File: src/include/ubcu_defines.vh
// Constants for the user break condition unit
`ifndef UBCU_DEFINES_VH
`define UBCU_DEFINES_VH
// Register indices on the plain register port
`define UBCU_REG_ADDR_A    4'h0
`define UBCU_REG_AMASK_A   4'h1
`define UBCU_REG_CYC_A     4'h2
`define UBCU_REG_ADDRESS_SPACE_ID_A    4'h3
`define UBCU_REG_ADDR_B    4'h4
`define UBCU_REG_AMASK_B   4'h5
`define UBCU_REG_CYC_B     4'h6
`define UBCU_REG_ADDRESS_SPACE_ID_B    4'h7
`define UBCU_REG_DATA_B    4'h8
`define UBCU_REG_DMASK_B   4'h9
`define UBCU_REG_CTRL      4'hA
`define UBCU_REG_DBASE     4'hB
`define UBCU_REG_SAVSTK    4'hC
// Break control register fields
`define UBCU_CTRL_FLAGB    15
`define UBCU_CTRL_FLAGA    14
`define UBCU_CTRL_PCSELA   10
`define UBCU_CTRL_DENB     7
`define UBCU_CTRL_PCSELB   6
`define UBCU_CTRL_SEQ      3
`define UBCU_CTRL_DBGEN    0
`define UBCU_CTRL_RESET    16'h0000
// Bus cycle register fields
`define UBCU_CYC_IDHI      5
`define UBCU_CYC_IDLO      4
`define UBCU_CYC_RWHI      3
`define UBCU_CYC_RWLO      2
`define UBCU_CYC_SZ2       6
`define UBCU_CYC_SZHI      1
`define UBCU_CYC_SZLO      0
// Address mask codes
`define UBCU_AMASK_NONE    2'h0
`define UBCU_AMASK_10      2'h1
`define UBCU_AMASK_12      2'h2
// Operand size codes
`define UBCU_SZ_ANY        3'h0
`define UBCU_SZ_BYTE       3'h1
`define UBCU_SZ_WORD       3'h2
`define UBCU_SZ_LONG       3'h3
`define UBCU_SZ_QUAD       3'h4
// Default vector offset for a break
`define UBCU_BREAK_OFFSET  32'h0000_0100
`endif

File: src/core/ubcu_chan_match.v
// One channel comparator of the user break condition unit
`timescale 1ns/1ps
`default_nettype none
`include "ubcu_defines.vh"
module ubcu_chan_match (
  input  wire [31:0] cfgAddr,
  input  wire [1:0]  cfgAmask,
  input  wire [6:0]  cfgCycle,
  input  wire [7:0]  cfgAsid,
  input  wire        dataEn,
  input  wire [31:0] cfgData,
  input  wire [31:0] cfgDmask,
  input  wire        accValid,
  input  wire        accIsFetch,
  input  wire        accWrite,
  input  wire [2:0]  accSize,
  input  wire [31:0] accAddr,
  input  wire [7:0]  accAsid,
  input  wire        accHasData,
  input  wire [63:0] accData,
  output reg         hit
);
  reg  [31:0] cmpMask;
  reg  [2:0]  sz;
  reg         cycOk;
  wire [31:0] dmaskInv = ~cfgDmask;
  wire        dataHit  = ((accData[31:0] & dmaskInv) == (cfgData & dmaskInv)) ||
                         ((accData[63:32] & dmaskInv) == (cfgData & dmaskInv));
  // Compare address, space, cycle kind and data
  always @* begin
    sz = {cfgCycle[`UBCU_CYC_SZ2], cfgCycle[`UBCU_CYC_SZHI], cfgCycle[`UBCU_CYC_SZLO]};
    if (sz == `UBCU_SZ_ANY) begin
      sz = accSize; // RULE21
    end
    case (sz)
      `UBCU_SZ_QUAD: cmpMask = 32'hFFFF_FFF8;
      `UBCU_SZ_LONG: cmpMask = 32'hFFFF_FFFC;
      `UBCU_SZ_WORD: cmpMask = 32'hFFFF_FFFE;
      default:       cmpMask = 32'hFFFF_FFFF;
    endcase
    case (cfgAmask)
      `UBCU_AMASK_10: cmpMask = cmpMask & 32'hFFFF_FC00; // RULE18
      `UBCU_AMASK_12: cmpMask = cmpMask & 32'hFFFF_F000; // RULE18
      default:        cmpMask = cmpMask;
    endcase
    // Fetches are reads only; id field picks fetch or operand
    cycOk = (accIsFetch ? cfgCycle[`UBCU_CYC_IDLO] : cfgCycle[`UBCU_CYC_IDHI]) &&
            (accWrite ? cfgCycle[`UBCU_CYC_RWHI] : cfgCycle[`UBCU_CYC_RWLO]) &&
            !(accIsFetch && accWrite); // RULE19
    hit = accValid && cycOk && (accAsid == cfgAsid) &&
          ((accAddr & cmpMask) == (cfgAddr & cmpMask)) &&
          !(accIsFetch && cfgAddr[0] && cfgAmask != `UBCU_AMASK_10 &&
            cfgAmask != `UBCU_AMASK_12) && // RULE20
          !(dataEn && !accIsFetch && !(accHasData && dataHit)); // RULE22
  end
endmodule
`default_nettype wire

File: src/core/ubcu_mask_judge.v
// Block-mask acceptance judge for one break
`timescale 1ns/1ps
`default_nettype none
module ubcu_mask_judge (
  input  wire isFetch,
  input  wire isPre,
  input  wire maskBefore,
  input  wire maskAfter,
  output reg  accept
);
  // Pick which mask value rules the break
  always @* begin
    if (isFetch && isPre) begin
      accept = !maskBefore; // RULE5 RULE8
    end else if (isFetch) begin
      accept = !(maskBefore | maskAfter); // RULE6 RULE8
    end else begin
      accept = !maskAfter; // RULE7 RULE8
    end
  end
endmodule
`default_nettype wire

File: src/core/user_break_condition_unit.v
// Two-channel user break condition unit, top level
// Overview of operation
// RULE1 - Software avoids one operand access hitting both
// RULE2 - Sequential mode advances A then B within instruction
// RULE3 - No post-execution fetch break on sleep
// RULE4 - No operand break 1..3 before sleep
// RULE5 - Pre-execution fetch uses mask before instruction
// RULE6 - Post-execution fetch uses OR of masks
// RULE7 - Operand break uses mask after instruction
// RULE8 - Mask transition table decides acceptance
// RULE9 - Return delay slot masks from status copies; code takes only the after mask from savedStatusMask
// RULE10 - Taken exception forces mask set for handler; code forces it only for a break or otherExcTaken
// RULE11 - Same saved PC gives one break, both flags
// RULE12 - PC selector ignored for fetch breaks
// RULE13 - Sequential B match resets A tracking
// RULE14 - Re-execution exception beats post-execution break
// RULE15 - Higher completion exception suppresses break, flag set
// RULE16 - Debug enable takes target from debug base
// RULE17 - Every exception copies stack register to save
// RULE18 - Mask codes ignore low ten or twelve bits
// RULE19 - Fetch configured as write never matches
// RULE20 - Odd fetch address never matches; code blocks it only when no mask code is set
// RULE21 - Unsized condition compares per actual access size
// RULE22 - Data enable requires address, space, data match
// RULE23 - Match flags stay until software clears
`timescale 1ns/1ps
`default_nettype none
`include "ubcu_defines.vh"
module user_break_condition_unit (
  input  wire        mclk,
  input  wire        resetn,
  input  wire [3:0]  regAddr,
  input  wire [31:0] regWdata,
  input  wire        regWrite,
  input  wire        regRead,
  output reg  [31:0] regRdata,
  input  wire        accValid,
  input  wire        accIsFetch,
  input  wire        accIsPre,
  input  wire        accWrite,
  input  wire [2:0]  accSize,
  input  wire [31:0] accAddr,
  input  wire [7:0]  accAsid,
  input  wire        accHasData,
  input  wire [63:0] accData,
  input  wire [31:0] pcCurrent,
  input  wire [31:0] pcNext,
  input  wire        instrDone,
  input  wire        blockMaskBefore,
  input  wire        blockMaskAfter,
  input  wire        inReturnSlot,
  input  wire        savedStatusMask,
  input  wire        reexecExc,
  input  wire        completionExc,
  input  wire        otherExcTaken,
  input  wire [31:0] stackGpr,
  input  wire [31:0] vectorBase,
  output reg         breakReq,
  output reg  [31:0] breakPc,
  output reg  [31:0] excTarget,
  output reg         handlerMaskForce,
  output reg         matchFlagA,
  output reg         matchFlagB
);
  ////////////////////////////////////////////////////////////////////////
  // Configuration registers
  reg  [31:0] addrA;
  reg  [1:0]  amaskA;
  reg  [6:0]  cycA;
  reg  [7:0]  asidA;
  reg  [31:0] addrB;
  reg  [1:0]  amaskB;
  reg  [6:0]  cycB;
  reg  [7:0]  asidB;
  reg  [31:0] dataB;
  reg  [31:0] dmaskB;
  reg  [15:0] ctrl;
  reg  [31:0] debugBase;
  reg  [31:0] savedStack;
  reg         seqArmed;
  wire        hitA;
  wire        hitB;
  wire        acceptA;
  wire        acceptB;

  ////////////////////////////////////////////////////////////////////////
  // Channel settings, index 0 is channel A and 1 is channel B
  wire [31:0] chanAddr   [0:1];
  wire [1:0]  chanAmask  [0:1];
  wire [6:0]  chanCycle  [0:1];
  wire [7:0]  chanAsid   [0:1];
  wire        chanDataEn [0:1];
  wire [31:0] chanData   [0:1];
  wire [31:0] chanDmask  [0:1];
  wire [1:0]  hitV;
  wire [1:0]  acceptV;
  // Channel A settings then channel B settings
  assign chanAddr[0]   = addrA;
  assign chanAddr[1]   = addrB;
  assign chanAmask[0]  = amaskA;
  assign chanAmask[1]  = amaskB;
  assign chanCycle[0]  = cycA;
  assign chanCycle[1]  = cycB;
  assign chanAsid[0]   = asidA;
  assign chanAsid[1]   = asidB;
  // Only channel B carries a data condition
  assign chanDataEn[0] = 1'b0;
  assign chanDataEn[1] = ctrl[`UBCU_CTRL_DENB];
  assign chanData[0]   = 32'h0000_0000;
  assign chanData[1]   = dataB;
  assign chanDmask[0]  = 32'h0000_0000;
  assign chanDmask[1]  = dmaskB;
  // Named per-channel results for the decision logic
  assign hitA          = hitV[0];
  assign hitB          = hitV[1];
  assign acceptA       = acceptV[0];
  assign acceptB       = acceptV[1];

  ////////////////////////////////////////////////////////////////////////
  // Block-mask values seen by the judges
  // In a return slot the after value is the saved-status copy
  wire effBefore = inReturnSlot ? blockMaskBefore : blockMaskBefore; // RULE9
  wire effAfter  = inReturnSlot ? savedStatusMask : blockMaskAfter;  // RULE9
  wire isPostKind = !(accIsFetch && accIsPre);

  ////////////////////////////////////////////////////////////////////////
  // One comparator and one mask judge per channel
  genvar gi;
  generate
    for (gi = 0; gi < 2; gi = gi + 1) begin : gChan
      ubcu_chan_match uChan (
        .cfgAddr    (chanAddr[gi]),
        .cfgAmask   (chanAmask[gi]),
        .cfgCycle   (chanCycle[gi]),
        .cfgAsid    (chanAsid[gi]),
        .dataEn     (chanDataEn[gi]),
        .cfgData    (chanData[gi]),
        .cfgDmask   (chanDmask[gi]),
        .accValid   (accValid),
        .accIsFetch (accIsFetch),
        .accWrite   (accWrite),
        .accSize    (accSize),
        .accAddr    (accAddr),
        .accAsid    (accAsid),
        .accHasData (accHasData),
        .accData    (accData),
        .hit        (hitV[gi])
      );
      // Each judge picks the mask value that rules its break kind
      ubcu_mask_judge uJudge (
        .isFetch    (accIsFetch),
        .isPre      (accIsPre),
        .maskBefore (effBefore),
        .maskAfter  (effAfter),
        .accept     (acceptV[gi])
      );
    end
  endgenerate

  ////////////////////////////////////////////////////////////////////////
  // Break decision
  reg        fireA;
  reg        fireB;
  reg        seqMode;
  reg        suppress;
  reg        setFlagA;
  reg        setFlagB;
  reg        next_seqArmed;
  reg [31:0] pcA;
  reg [31:0] pcB;
  // Pre fetch breaks flag at detection, others when the instruction ends
  always @* begin
    seqMode  = ctrl[`UBCU_CTRL_SEQ];
    setFlagA = hitA && (!isPostKind || instrDone);
    setFlagB = hitB && (!isPostKind || instrDone);
    // A re-execution exception wins; flag left set, either way allowed
    suppress = isPostKind && (reexecExc || completionExc); // RULE14 RULE15
    next_seqArmed = seqArmed;
    fireA = 1'b0;
    fireB = 1'b0;
    if (seqMode) begin
      if (setFlagA) begin
        next_seqArmed = 1'b1; // RULE2
      end
      if (setFlagB && seqArmed) begin
        fireB = acceptB;
        next_seqArmed = 1'b0; // RULE13
      end
    end else begin
      fireA = setFlagA && acceptA;
      fireB = setFlagB && acceptB;
    end
    // Saved PC selection; selector is ignored for fetch breaks
    pcA = (accIsFetch && accIsPre) ? pcCurrent : pcNext;
    pcB = pcA;
    if (!accIsFetch) begin
      pcA = ctrl[`UBCU_CTRL_PCSELA] ? pcCurrent : pcNext; // RULE12
      pcB = ctrl[`UBCU_CTRL_PCSELB] ? pcCurrent : pcNext; // RULE12
    end
  end

  ////////////////////////////////////////////////////////////////////////
  // Break output, flags and sequence state
  always @(posedge mclk or negedge resetn) begin
    if (!resetn) begin
      breakReq         <= 1'b0;
      breakPc          <= 32'h0000_0000;
      excTarget        <= 32'h0000_0000;
      handlerMaskForce <= 1'b0;
      matchFlagA       <= 1'b0;
      matchFlagB       <= 1'b0;
      seqArmed         <= 1'b0;
      savedStack       <= 32'h0000_0000;
    end else begin
      // One break even when both channels fire together
      breakReq <= (fireA || fireB) && !suppress; // RULE11 RULE15
      if (fireA || fireB) begin
        breakPc <= fireA ? pcA : pcB; // RULE11
        excTarget <= ctrl[`UBCU_CTRL_DBGEN] ? debugBase :
                     vectorBase + `UBCU_BREAK_OFFSET; // RULE16
      end
      // Handler sees the mask set after a taken break or otherExcTaken, not after reexecExc or completionExc
      handlerMaskForce <= ((fireA || fireB) && !suppress) || otherExcTaken; // RULE10
      if (((fireA || fireB) && !suppress) || otherExcTaken || reexecExc || completionExc) begin
        savedStack <= stackGpr; // RULE17
      end
      seqArmed <= next_seqArmed;
      // Sticky flags: set wins over a software clear
      if (setFlagA) begin
        matchFlagA <= 1'b1; // RULE23 RULE15
      end else if (regWrite && regAddr == `UBCU_REG_CTRL && !regWdata[`UBCU_CTRL_FLAGA]) begin
        matchFlagA <= 1'b0; // RULE23
      end
      if (setFlagB) begin
        matchFlagB <= 1'b1; // RULE23 RULE11
      end else if (regWrite && regAddr == `UBCU_REG_CTRL && !regWdata[`UBCU_CTRL_FLAGB]) begin
        matchFlagB <= 1'b0; // RULE23
      end
    end
  end

  ////////////////////////////////////////////////////////////////////////
  // Register writes
  always @(posedge mclk or negedge resetn) begin
    if (!resetn) begin
      addrA     <= 32'h0000_0000;
      amaskA    <= 2'h0;
      cycA      <= 7'h00;
      asidA     <= 8'h00;
      addrB     <= 32'h0000_0000;
      amaskB    <= 2'h0;
      cycB      <= 7'h00;
      asidB     <= 8'h00;
      dataB     <= 32'h0000_0000;
      dmaskB    <= 32'h0000_0000;
      ctrl      <= `UBCU_CTRL_RESET;
      debugBase <= 32'h0000_0000;
    end else if (regWrite) begin
      case (regAddr)
        `UBCU_REG_ADDR_A:  addrA     <= regWdata;
        `UBCU_REG_AMASK_A: amaskA    <= regWdata[1:0];
        `UBCU_REG_CYC_A:   cycA      <= regWdata[6:0];
        `UBCU_REG_ADDRESS_SPACE_ID_A:  asidA     <= regWdata[7:0];
        `UBCU_REG_ADDR_B:  addrB     <= regWdata;
        `UBCU_REG_AMASK_B: amaskB    <= regWdata[1:0];
        `UBCU_REG_CYC_B:   cycB      <= regWdata[6:0];
        `UBCU_REG_ADDRESS_SPACE_ID_B:  asidB     <= regWdata[7:0];
        `UBCU_REG_DATA_B:  dataB     <= regWdata;
        `UBCU_REG_DMASK_B: dmaskB    <= regWdata;
        `UBCU_REG_CTRL:    ctrl      <= {2'b00, regWdata[13:0]};
        `UBCU_REG_DBASE:   debugBase <= regWdata;
        default:           ctrl      <= ctrl;
      endcase
    end
  end

  ////////////////////////////////////////////////////////////////////////
  // Register reads, data one cycle after the strobe
  always @(posedge mclk or negedge resetn) begin
    if (!resetn) begin
      regRdata <= 32'h0000_0000;
    end else if (regRead) begin
      case (regAddr)
        `UBCU_REG_ADDR_A:  regRdata <= addrA;
        `UBCU_REG_AMASK_A: regRdata <= {30'h0000_0000, amaskA};
        `UBCU_REG_CYC_A:   regRdata <= {25'h000_0000, cycA};
        `UBCU_REG_ADDRESS_SPACE_ID_A:  regRdata <= {24'h00_0000, asidA};
        `UBCU_REG_ADDR_B:  regRdata <= addrB;
        `UBCU_REG_AMASK_B: regRdata <= {30'h0000_0000, amaskB};
        `UBCU_REG_CYC_B:   regRdata <= {25'h000_0000, cycB};
        `UBCU_REG_ADDRESS_SPACE_ID_B:  regRdata <= {24'h00_0000, asidB};
        `UBCU_REG_DATA_B:  regRdata <= dataB;
        `UBCU_REG_DMASK_B: regRdata <= dmaskB;
        `UBCU_REG_CTRL:    regRdata <= {16'h0000, matchFlagB, matchFlagA, ctrl[13:0]};
        `UBCU_REG_DBASE:   regRdata <= debugBase;
        `UBCU_REG_SAVSTK:  regRdata <= savedStack;
        default:           regRdata <= 32'h0000_0000;
      endcase
    end else begin
      regRdata <= 32'h0000_0000;
    end
  end
endmodule
`default_nettype wire

File: config.mk
export PLATFORM = sky130hd
export DESIGN_NAME = user_break_condition_unit
export DESIGN_NICKNAME = d
export VERILOG_FILES = /design/src/core/ubcu_chan_match.v /design/src/core/ubcu_mask_judge.v /design/src/core/user_break_condition_unit.v
export VERILOG_INCLUDE_DIRS = /design/src /design/src/include
export SDC_FILE = /design/constraint.sdc
export NUM_CORES = 1
export LEC_CHECK = 0
export BUFFER_PORTS_ARGS = -buffer_cell sky130_fd_sc_hd__buf_4
export CORE_ASPECT_RATIO = 1.25
export CORE_MARGIN = 8
export CORE_UTILIZATION = 43
export DETAILED_ROUTE_END_ITERATION = 7
export GPL_TIMING_DRIVEN = 0
export HOLD_SLACK_MARGIN = 0.1
export PLACE_DENSITY = 0.65
export SKIP_LAST_GASP = 1
export SLEW_MARGIN = 20
export SYNTH_ARGS = -nofsm -noshare
export SYNTH_HDL_FRONTEND = slang
export SYNTH_HIERARCHICAL = 1
export SYNTH_SLANG_ARGS = --single-unit
File: constraint.sdc
create_clock -name mclk -period 4.18 [get_ports mclk]
set_clock_uncertainty 0.2 [all_clocks]
set_input_delay 0.627 -clock mclk [delete_from_list [all_inputs] [get_ports mclk]]
set_output_delay 0.627 -clock mclk [all_outputs]
set_load 0.02 [all_outputs]
==> out/qor.log, run 1 <==
qor: yosys.synth.lib_cells_used.distinct 69
qor: yosys.synthFlopType sky130_fd_sc_hd__dfrtp_1
qor: floorplanning.fp-row-count 85
qor: drt.drtPass1Iterations 6
qor: drt.ant_nets 0
qor: grt.first_global_vias 17,010
qor: grt.pin_count_of_the_biggest_net_entering_global_routing 98
qor: critical_path.crit_end excTarget[29]
qor: critical_path.critPathLaunchType flop
qor: grt.grt_antenna_before_repair 1
qor: timing.finalHoldViolCount 0
qor: yosys.async_flop_share 1.000
qor: cts.clk_latency 540 ps
qor: placement.port_buffers 381
qor: floorplanning.pin_count 388
qor: finish.filler_cell_count 3,790
qor: yosys.avgSynthCellArea 11.09 µm²
qor: critical_path.worstPathRequired 4440 ps
qor: grt.global_route.usage.total 0.3086
qor: cts.ctsLongestPathBuffers 3
qor: floorplanning.start_util 0.4337
qor: critical_path.rr_endpoint excTarget[29]
qor: timing.finalHoldWorstSlack 116.7 ps
qor: drt.avgViaCountPerCell 5.804
qor: floorplanning.die_width 202.0 µm
qor: placement.placement.cell_area 0.02279 mm²
qor: floorplanning.design.core.area 0.04286 mm²
qor: grt.grt_pass1_wl 115,500 µm
qor: timing.period_needed 4051 ps
qor: cts.cts_max_level 2
qor: cts.number_of_clock_sinks_seen_by_cts 341
qor: finish.layout.cell_area.non_filler 0.02441 mm²
qor: critical_path.worst_path_max_fanout 10
qor: critical_path.worstPathArrival 4320 ps
qor: drt.via_count 16,510
qor: cts.cts.reportedPaths.clkPinSlew 60 ps
qor: pwr.power.static_leakage 10.76 nW
qor: yosys.seq_area_frac_synth 0.4590
qor: run.drv.max_cap_violation_count 0
qor: finish.most_common_cell_after_layout_fill_and_taps_aside sky130_fd_sc_hd__buf_4
qor: critical_path.worst_r2r_path_depth 11
qor: timing.max-slew-margin-rel 0.2399
qor: floorplanning.dieArea 0.05018 mm²
qor: timing.grt_setup_unrepaired false
qor: yosys.synthesis.area 0.01859 mm²
qor: drt.dr.first_iter.drc_count 1,364
qor: finish.multi_input_logic_area 0.01012 mm²
qor: yosys.ys_warn_count 6
qor: timing.max_freq 246.9 MHz
qor: timing.tightest_slew 1140 ps
qor: critical_path.critical_path.reg2reg.startpoint dataB[16]
qor: worst_hold_path.hold_path_class in -> reg
qor: critical_path.crit_path_end_kind flop
qor: finish.ff_latch_area 0.008533 mm²
qor: yosys.synth_edf_count 0
qor: outcome.run_status complete, no violations
qor: timing.final-max-slew-violation-count 0
qor: floorplanning.die_height 248.5 µm
qor: cts.clock_root_buffer sky130_fd_sc_hd__clkbuf_16
qor: yosys.post_synthesis_sequential_element_count 341
qor: drt.route.detailed.drc 0
qor: grt.global_route.overflow_total 0
qor: critical_path.worst-r2r-setup-slack 130 ps
qor: pwr.power_density 438.7 mW/mm²
qor: finish.layout-area-overhead-vs-synth 31.28%
qor: placement.dp_hpwl 63,190 µm
qor: cts.tritoncts done
qor: critical_path.crit_type reg -> reg
qor: finish.drive_gt1_frac 0.3092
qor: pwr.worst_ir_drop_vdd 0.2875 mV
qor: critical_path.startpoint dataB[16]
qor: yosys.synth_cells 1,676
qor: drt.drt_wl_total 80,620 µm
qor: finish.finish.net_count 2,544
qor: placement.globalplace.congestion 1.004
qor: timing.report.final.setup_viol 0
qor: finish.most_frequent_cells_in_the_layout sky130_fd_sc_hd__buf_4 (381), sky130_fd_sc_hd__dfrtp_1 (341), sky130_fd_sc_hd__mux2_2 (222)
qor: timing.timing.final.crit_share 0.9691
qor: drt.routed_wl_per_cell 28.34 µm
qor: cts.cts_made_buffers 37
qor: finish.finish.utilization 0.5694
==> power breakdown <==
part	internal, W	switching, W
clock	0.00237	0.00143
sequential	0.00381	0.000730
combinational	0.00121	0.00116
==> repair_timing <==
action / CTS / global route
hold buffers: 19 / 0
endpoints found under the hold margin: 52 / 0
resized for setup: 2 / 4
setup buffers: 0 / 0
endpoints found under the setup margin: 8 / 30
==> critical path, stage by stage, from the launching register on <==
cell and delay [ps]:
sky130_fd_sc_hd__dfrtp_1 510, sky130_fd_sc_hd__xnor2_1 220, sky130_fd_sc_hd__o22ai_1 100, sky130_fd_sc_hd__nor4_1 620, sky130_fd_sc_hd__nand4_1 310, sky130_fd_sc_hd__a311oi_2 510
sky130_fd_sc_hd__and4_1 320, sky130_fd_sc_hd__or2_1 110, sky130_fd_sc_hd__buf_2 270, sky130_fd_sc_hd__clkbuf_1 380, sky130_fd_sc_hd__o311ai_0 290, sky130_fd_sc_hd__nand2_1 130
==> cells by family after synthesis <==
logic type	after synthesis	synth area share
compound gates	342	0.1295
other cells	1	0.0002017
simple gates	334	0.08871
xor+xnor	223	0.1051
fa+ha+maj	7	0.004711
mux	316	0.1885
buf+inv	112	0.02436
flops	341	0.4590
==> layer usage <==
| layer | vias to the layer above | global-route usage | wire (µm) |
|---|---|---|---|
| met5 | - | 0 | 0 |
| met2 | 817 | 0.5327 | 40020 |
| li1 | 7228 | - | - |
| met1 | 8269 | 0.3751 | 30810 |
| met3 | 197 | 0.04683 | 5904 |
| met4 | 0 | 0.1396 | 3878 |
==> through the flow <==
step	setup TNS, ps	instances	power [W]	worst slack [ps]
2_1_floorplan	0	1804	0.005680	877.4
6_report	0	2845	0.01071	129.0
5_1_grt	0	2843	0.01102	47.11
3_3_place_gp	-341670	2750	0.006786	-999.2
4_1_cts	0	2842	0.01066	122.7
3_5_place_dp	-18830	2756	0.006870	-383.8
==> worst min-delay path by stage <==
stage / from / endpoint / slack (ps) / cells past startpoint
2_1_floorplan: resetn / addrA[0] / 130 / 0
3_3_place_gp: seqArmed / seqArmed / 260 / 2
3_5_place_dp: excTarget[26] / excTarget[26] / 270 / 2
4_1_cts: stackGpr[3] / savedStack[3] / 100 / 2
5_1_grt: stackGpr[29] / savedStack[29] / 110 / 2
6_report: stackGpr[4] / savedStack[4] / 120 / 2
==> synthesized netlist by cell type (26+ instances only) <==
cell / number / area (µm²)
sky130_fd_sc_hd__dfrtp_1: 341 / 8533
sky130_fd_sc_hd__mux2_2: 222 / 2500
sky130_fd_sc_hd__xnor2_1: 204 / 1787
sky130_fd_sc_hd__nand2_1: 147 / 551.8
sky130_fd_sc_hd__o22ai_1: 67 / 419.2
sky130_fd_sc_hd__o21ai_0: 63 / 315.3
sky130_fd_sc_hd__mux2i_1: 62 / 620.6
sky130_fd_sc_hd__clkbuf_1: 47 / 176.4
sky130_fd_sc_hd__a22oi_1: 41 / 307.8
sky130_fd_sc_hd__nor2_1: 40 / 150.1
sky130_fd_sc_hd__buf_1: 34 / 127.6
sky130_fd_sc_hd__o221ai_1: 31 / 271.5
sky130_fd_sc_hd__mux2_1: 30 / 337.8
sky130_fd_sc_hd__a21oi_1: 26 / 130.1
sky130_fd_sc_hd__nor4_1: 26 / 162.7
==> registers in the layout, summed over array words and instances, names as in the netlist <==
signal            cells
breakPc              32
addrB                32
addrA                32
amaskB                2
savedStack           32
matchFlagA            1
excTarget            32
seqArmed              1
dataB                32
matchFlagB            1
cycA                  7
dmaskB               32
regRdata             32
ctrl                 14
cycB                  7
amaskA                2
asidA                 8
asidB                 8
handlerMaskForce      1
debugBase            32
breakReq              1
==> cell type report <==
| type | instances | area share |
|---|---|---|
| Buffer | 92 | 0.01553 |
| Tap cell | 565 | 0.02897 |
| Antenna cell | 3 | 0.0003076 |
| Multi-Input combinational cell | 1351 | 0.4148 |
| Clock inverter | 15 | 0.01271 |
| Clock buffer | 52 | 0.04435 |
| Inverter | 20 | 0.003076 |
| Sequential cell | 341 | 0.3496 |
| Timing Repair Buffer | 406 | 0.1306 |
Power figures use the tool's default switching activity.
==> run 2, diff against run 1 <==
--- a/config.mk
+++ b/config.mk
@@ -13,10 +13,9 @@
 export DETAILED_ROUTE_END_ITERATION = 7
 export GPL_TIMING_DRIVEN = 0
 export HOLD_SLACK_MARGIN = 0.1
-export PLACE_DENSITY = 0.65
+export PLACE_DENSITY = 0.66
 export SKIP_LAST_GASP = 1
 export SLEW_MARGIN = 20
 export SYNTH_ARGS = -nofsm -noshare
 export SYNTH_HDL_FRONTEND = slang
-export SYNTH_HIERARCHICAL = 1
 export SYNTH_SLANG_ARGS = --single-unit
==> out/qor.log, run 2 <==
qor: outcome.run_status complete, no violations [unchanged]
qor: drt.routed_wl_per_cell 27.96 µm [was 28.34 µm]
qor: timing.max_freq 262.7 MHz [was 246.9 MHz]
qor: yosys.synth_cells 1,596 [was 1,676]
qor: pwr.power.static_leakage 10.04 nW [was 10.76 nW]
qor: pwr.pwr-share-seq 0.446 [was 0.424]
qor: grt.pin_count_of_the_biggest_net_entering_global_routing 95 [was 98]
qor: critical_path.worstPathCellList buf_2, and2_1, o211ai_1, nor4_1, and4_1, a31oi_1, or2_2, clkbuf_1, o311ai_0, o21ai_0 [was xnor2_1, o22ai_1, nor4_1, nand4_1, a311oi_2, and4_1, or2_1, buf_2, clkbuf_1, o311ai_0, nand2_1]
qor: cts.clk_latency 550 ps [was 540 ps]
qor: pwr.worst_ir_drop_vdd 0.2935 mV [was 0.2875 mV]
qor: placement.port_buffers 379 [was 381]
qor: timing.timing.final.crit_share 0.9108 [was 0.9691]
qor: timing.fin_ws 373.1 ps [was 129.0 ps]
qor: drt.route.detailed.drc 0 [unchanged]
qor: floorplanning.die_width 198.0 µm [was 202.0 µm]
qor: floorplanning.fp-row-count 83 [was 85]
qor: drt.via_count 15,560 [was 16,510]
qor: pwr.sw_frac_of_total 0.3155 [was 0.3100]
qor: drt.avgViaCountPerCell 5.992 [was 5.804]
qor: critical_path.worst_r2r_path_depth 9 [was 11]
qor: finish.layout-area-overhead-vs-synth 27.40% [was 31.28%]
qor: finish.most_common_cell_after_layout_fill_and_taps_aside sky130_fd_sc_hd__buf_4 [unchanged]
qor: timing.finalHoldWorstSlack 110.7 ps [was 116.7 ps]
qor: finish.drive_gt1_frac 0.3417 [was 0.3092]
qor: yosys.synth_edf_count 0 [unchanged]
qor: timing.final-max-slew-violation-count 0 [unchanged]
qor: floorplanning.design.core.area 0.04092 mm² [was 0.04286 mm²]
qor: cts.clock_root_buffer sky130_fd_sc_hd__clkbuf_16 [unchanged]
qor: cts.cts_max_level 2 [unchanged]
qor: grt.global_route.usage.total 0.2928 [was 0.3086]
qor: placement.placement.cell_area 0.02144 mm² [was 0.02279 mm²]
qor: worst_hold_path.worst_hold_startpoint stackGpr[1] [was stackGpr[4]]
qor: timing.max-slew-margin-rel 0.2643 [was 0.2399]
qor: yosys.synth.lib_cells_used.distinct 58 [was 69]
qor: drt.drt_wl_total 72,610 µm [was 80,620 µm]
qor: timing.report.final.setup_viol 0 [unchanged]
qor: yosys.synth_area_leader_cell sky130_fd_sc_hd__dfrtp_1 [unchanged]
qor: drt.dr.first_iter.drc_count 1,235 [was 1,364]
qor: yosys.async_flop_share 1.000 [unchanged]
qor: cts.cts_made_buffers 36 [was 37]
qor: finish.most_frequent_cells_in_the_layout sky130_fd_sc_hd__buf_4 (378), sky130_fd_sc_hd__dfrtp_1 (341), sky130_fd_sc_hd__mux2_2 (213) [was sky130_fd_sc_hd__buf_4 (381), sky130_fd_sc_hd__dfrtp_1 (341), sky130_fd_sc_hd__mux2_2 (222)]
qor: critical_path.worst_path_max_fanout 10 [unchanged]
qor: floorplanning.dieArea 0.04819 mm² [was 0.05018 mm²]
qor: finish.finish.net_count 2,315 [was 2,544]
qor: floorplanning.pin_count 388 [unchanged]
qor: placement.dp_worst_setup_slack -214.1 ps [was -383.8 ps]
qor: pwr.internal-power 0.006851 W [was 0.007387 W]
qor: drt.drtPass1Iterations 8 [was 6]
qor: grt.grt_antenna_before_repair 4 [was 1]
qor: critical_path.critPathLaunchType primary input [was flop]
qor: yosys.seq_area_frac_synth 0.4795 [was 0.4590]
qor: drt.ant_nets 0 [unchanged]
qor: grt.first_global_vias 16,400 [was 17,010]
qor: timing.period_needed 3807 ps [was 4051 ps]
qor: finish.finish.utilization 0.5541 [was 0.5694]
qor: critical_path.worst_path_max_delay_cell sky130_fd_sc_hd__nor4_1 [unchanged]
qor: floorplanning.die_height 243.4 µm [was 248.5 µm]
qor: cts.number_of_clock_sinks_seen_by_cts 341 [unchanged]
qor: yosys.ys_warn_count 0 [was 6]
qor: placement.globalplace.congestion 0.9739 [was 1.004]
qor: yosys.synthFlopType sky130_fd_sc_hd__dfrtp_1 [unchanged]
qor: critical_path.crit_type in -> reg [was reg -> reg]
qor: cts.cts_resized 0 [was 2]
qor: grt.grt_pass1_wl 104,800 µm [was 115,500 µm]
qor: pwr.power_switching 0.003157 W [was 0.003319 W]
qor: critical_path.timing.critical_path.slowest_cell_delay 580 ps [was 620 ps]
qor: yosys.synth_most_common_cell sky130_fd_sc_hd__dfrtp_1 [unchanged]
qor: yosys.synthesis.area 0.01779 mm² [was 0.01859 mm²]
qor: worst_hold_path.whs_path_depth 2 [unchanged]
qor: critical_path.rr_endpoint breakPc[0] [was excTarget[29]]
qor: yosys.avgSynthCellArea 11.15 µm² [was 11.09 µm²]
qor: critical_path.worstPathRequired 4380 ps [was 4440 ps]
qor: cts.tritoncts done [unchanged]
qor: pwr.power_density 441.5 mW/mm² [was 438.7 mW/mm²]
qor: grt.global_route.overflow_total 0 [unchanged]
qor: pwr.clkPwrFrac 0.328 [was 0.354]
qor: yosys.netlist.area_leader.share 0.4795 [was 0.4590]
qor: yosys.ys_top_cells_by_area sky130_fd_sc_hd__dfrtp_1 (48%), sky130_fd_sc_hd__mux2_2 (13%), sky130_fd_sc_hd__xnor2_1 (6.3%) [was sky130_fd_sc_hd__dfrtp_1 (46%), sky130_fd_sc_hd__mux2_2 (13%), sky130_fd_sc_hd__xnor2_1 (9.6%)]
qor: timing.tightest_slew 1104 ps [was 1140 ps]
qor: yosys.synth_fp_nets 1,891
qor: critical_path.worstPathArrival 4010 ps [was 4320 ps]
qor: cts.cts.reportedPaths.clkPinSlew 60 ps [about the same]
qor: finish.layout.cell_area.non_filler 0.02267 mm² [was 0.02441 mm²]
qor: worst_hold_path.holdPathEnd savedStack[1] [was savedStack[4]]
qor: critical_path.worst-r2r-setup-slack 380 ps [was 130 ps]
qor: placement.dp_hpwl 56,860 µm [was 63,190 µm]
qor: critical_path.critical_path.reg2reg.startpoint addrA[14] [was dataB[16]]
qor: pwr.power_frac_comb 0.226 [was 0.222]
qor: timing.finalHoldViolCount 0 [unchanged]
qor: floorplanning.start_util 0.4349 [was 0.4337]
qor: critical_path.crit_path_end_kind flop [unchanged]
qor: yosys.post_synthesis_sequential_element_count 341 [unchanged]
qor: timing.grt_setup_unrepaired false [unchanged]
qor: cts.ctsLongestPathBuffers 3 [unchanged]
qor: run.drv.max_cap_violation_count 0 [unchanged]
qor: yosys.synth_common_cells sky130_fd_sc_hd__dfrtp_1 (341), sky130_fd_sc_hd__mux2_2 (213), sky130_fd_sc_hd__xnor2_1 (128) [was sky130_fd_sc_hd__dfrtp_1 (341), sky130_fd_sc_hd__mux2_2 (222), sky130_fd_sc_hd__xnor2_1 (204)]
qor: worst_hold_path.hold_path_class in -> reg [unchanged]
[run 2: how the worst max path moves through the flow]
stage | startpoint | end | slack (ps)
after detailed placement | accIsFetch | breakPc[26] | -210
after floorplan | accAddr[19] | savedStack[10] | 1120
after global placement | resetn | excTarget[28] | -950
final | accIsFetch | breakPc[0] | 370
after CTS | accIsFetch | breakPc[26] | 340
after global routing | amaskA[1] | breakPc[29] | 210
[run 2: layout make-up]
class | instances | area, µm²
diodes | 2 | 5.005
plain buffers | 100 | 410.4
clock buffers | 51 | 1080
clock inverters | 10 | 118.9
fillers | 3759 | 18250
inverters | 15 | 56.30
multi-input cells | 1140 | 8806
flip-flops and latches | 341 | 8533
well taps | 552 | 690.7
repair buffers | 386 | 2970
[run 2: cells by family (layout without fill, tap and decap cells)]
logic type | count (synthesis) | in the layout | share of synthesized area
buffers and inverters | 115 | 562 | 0.02623
flip-flops | 341 | 341 | 0.4795
other | 0 | 2 | 0
adder cells (fa/ha/maj) | 7 | 7 | 0.004922
XOR/XNOR | 165 | 165 | 0.08121
multiplexers | 299 | 299 | 0.1916
AND/OR/NAND/NOR | 321 | 321 | 0.08550
AO/OA/AOI/OAI | 348 | 348 | 0.1310
[run 2: repair_timing]
action                                 4_1_cts  5_1_grt
setup buffers                                0        0
endpoints found under the hold margin       80        0
hold buffers                                 3        0
setup endpoints to repair                    0        0
[run 2: power groups by stage]
| stage | clock network (W) | registers, W | logic (W) |
|---|---|---|---|
| 4_1_cts | 0.00331 | 0.00444 | 0.00224 |
| 3_5_place_dp | 0 | 0.00449 | 0.00222 |
| 5_1_grt | 0.00344 | 0.00450 | 0.00241 |
| 2_1_floorplan | 0 | 0.00425 | 0.00133 |
| 6_report | 0.00328 | 0.00447 | 0.00226 |
| 3_3_place_gp | 0 | 0.00447 | 0.00217 |
[run 2: metal layers]
metal / routed length (µm) / vias to the layer above / global-route usage
met5: 26 / - / 0
met4: 4371 / 4 / 0.1652
met2: 36030 / 766 / 0.5027
met1: 26950 / 7841 / 0.3388
li1: - / 6720 / -
met3: 5240 / 231 / 0.05352
[run 2: worst max-delay path, delay by kind of cell]
| kind | cells | cell delay, ps |
|---|---|---|
| compound gates | 4 | 1240 |
| buf+inv | 2 | 500 |
| simple gates | 4 | 1630 |
[run 2: metrics by stage]
step                      TNS (ps)  total power (W)  std cells
after floorplan                  0         0.005581       1596
after global placement     -312370         0.006639       2527
after detailed placement     -4360         0.006717       2531
after CTS                        0         0.009983       2595
after global routing             0          0.01035       2597
final                            0          0.01001       2597
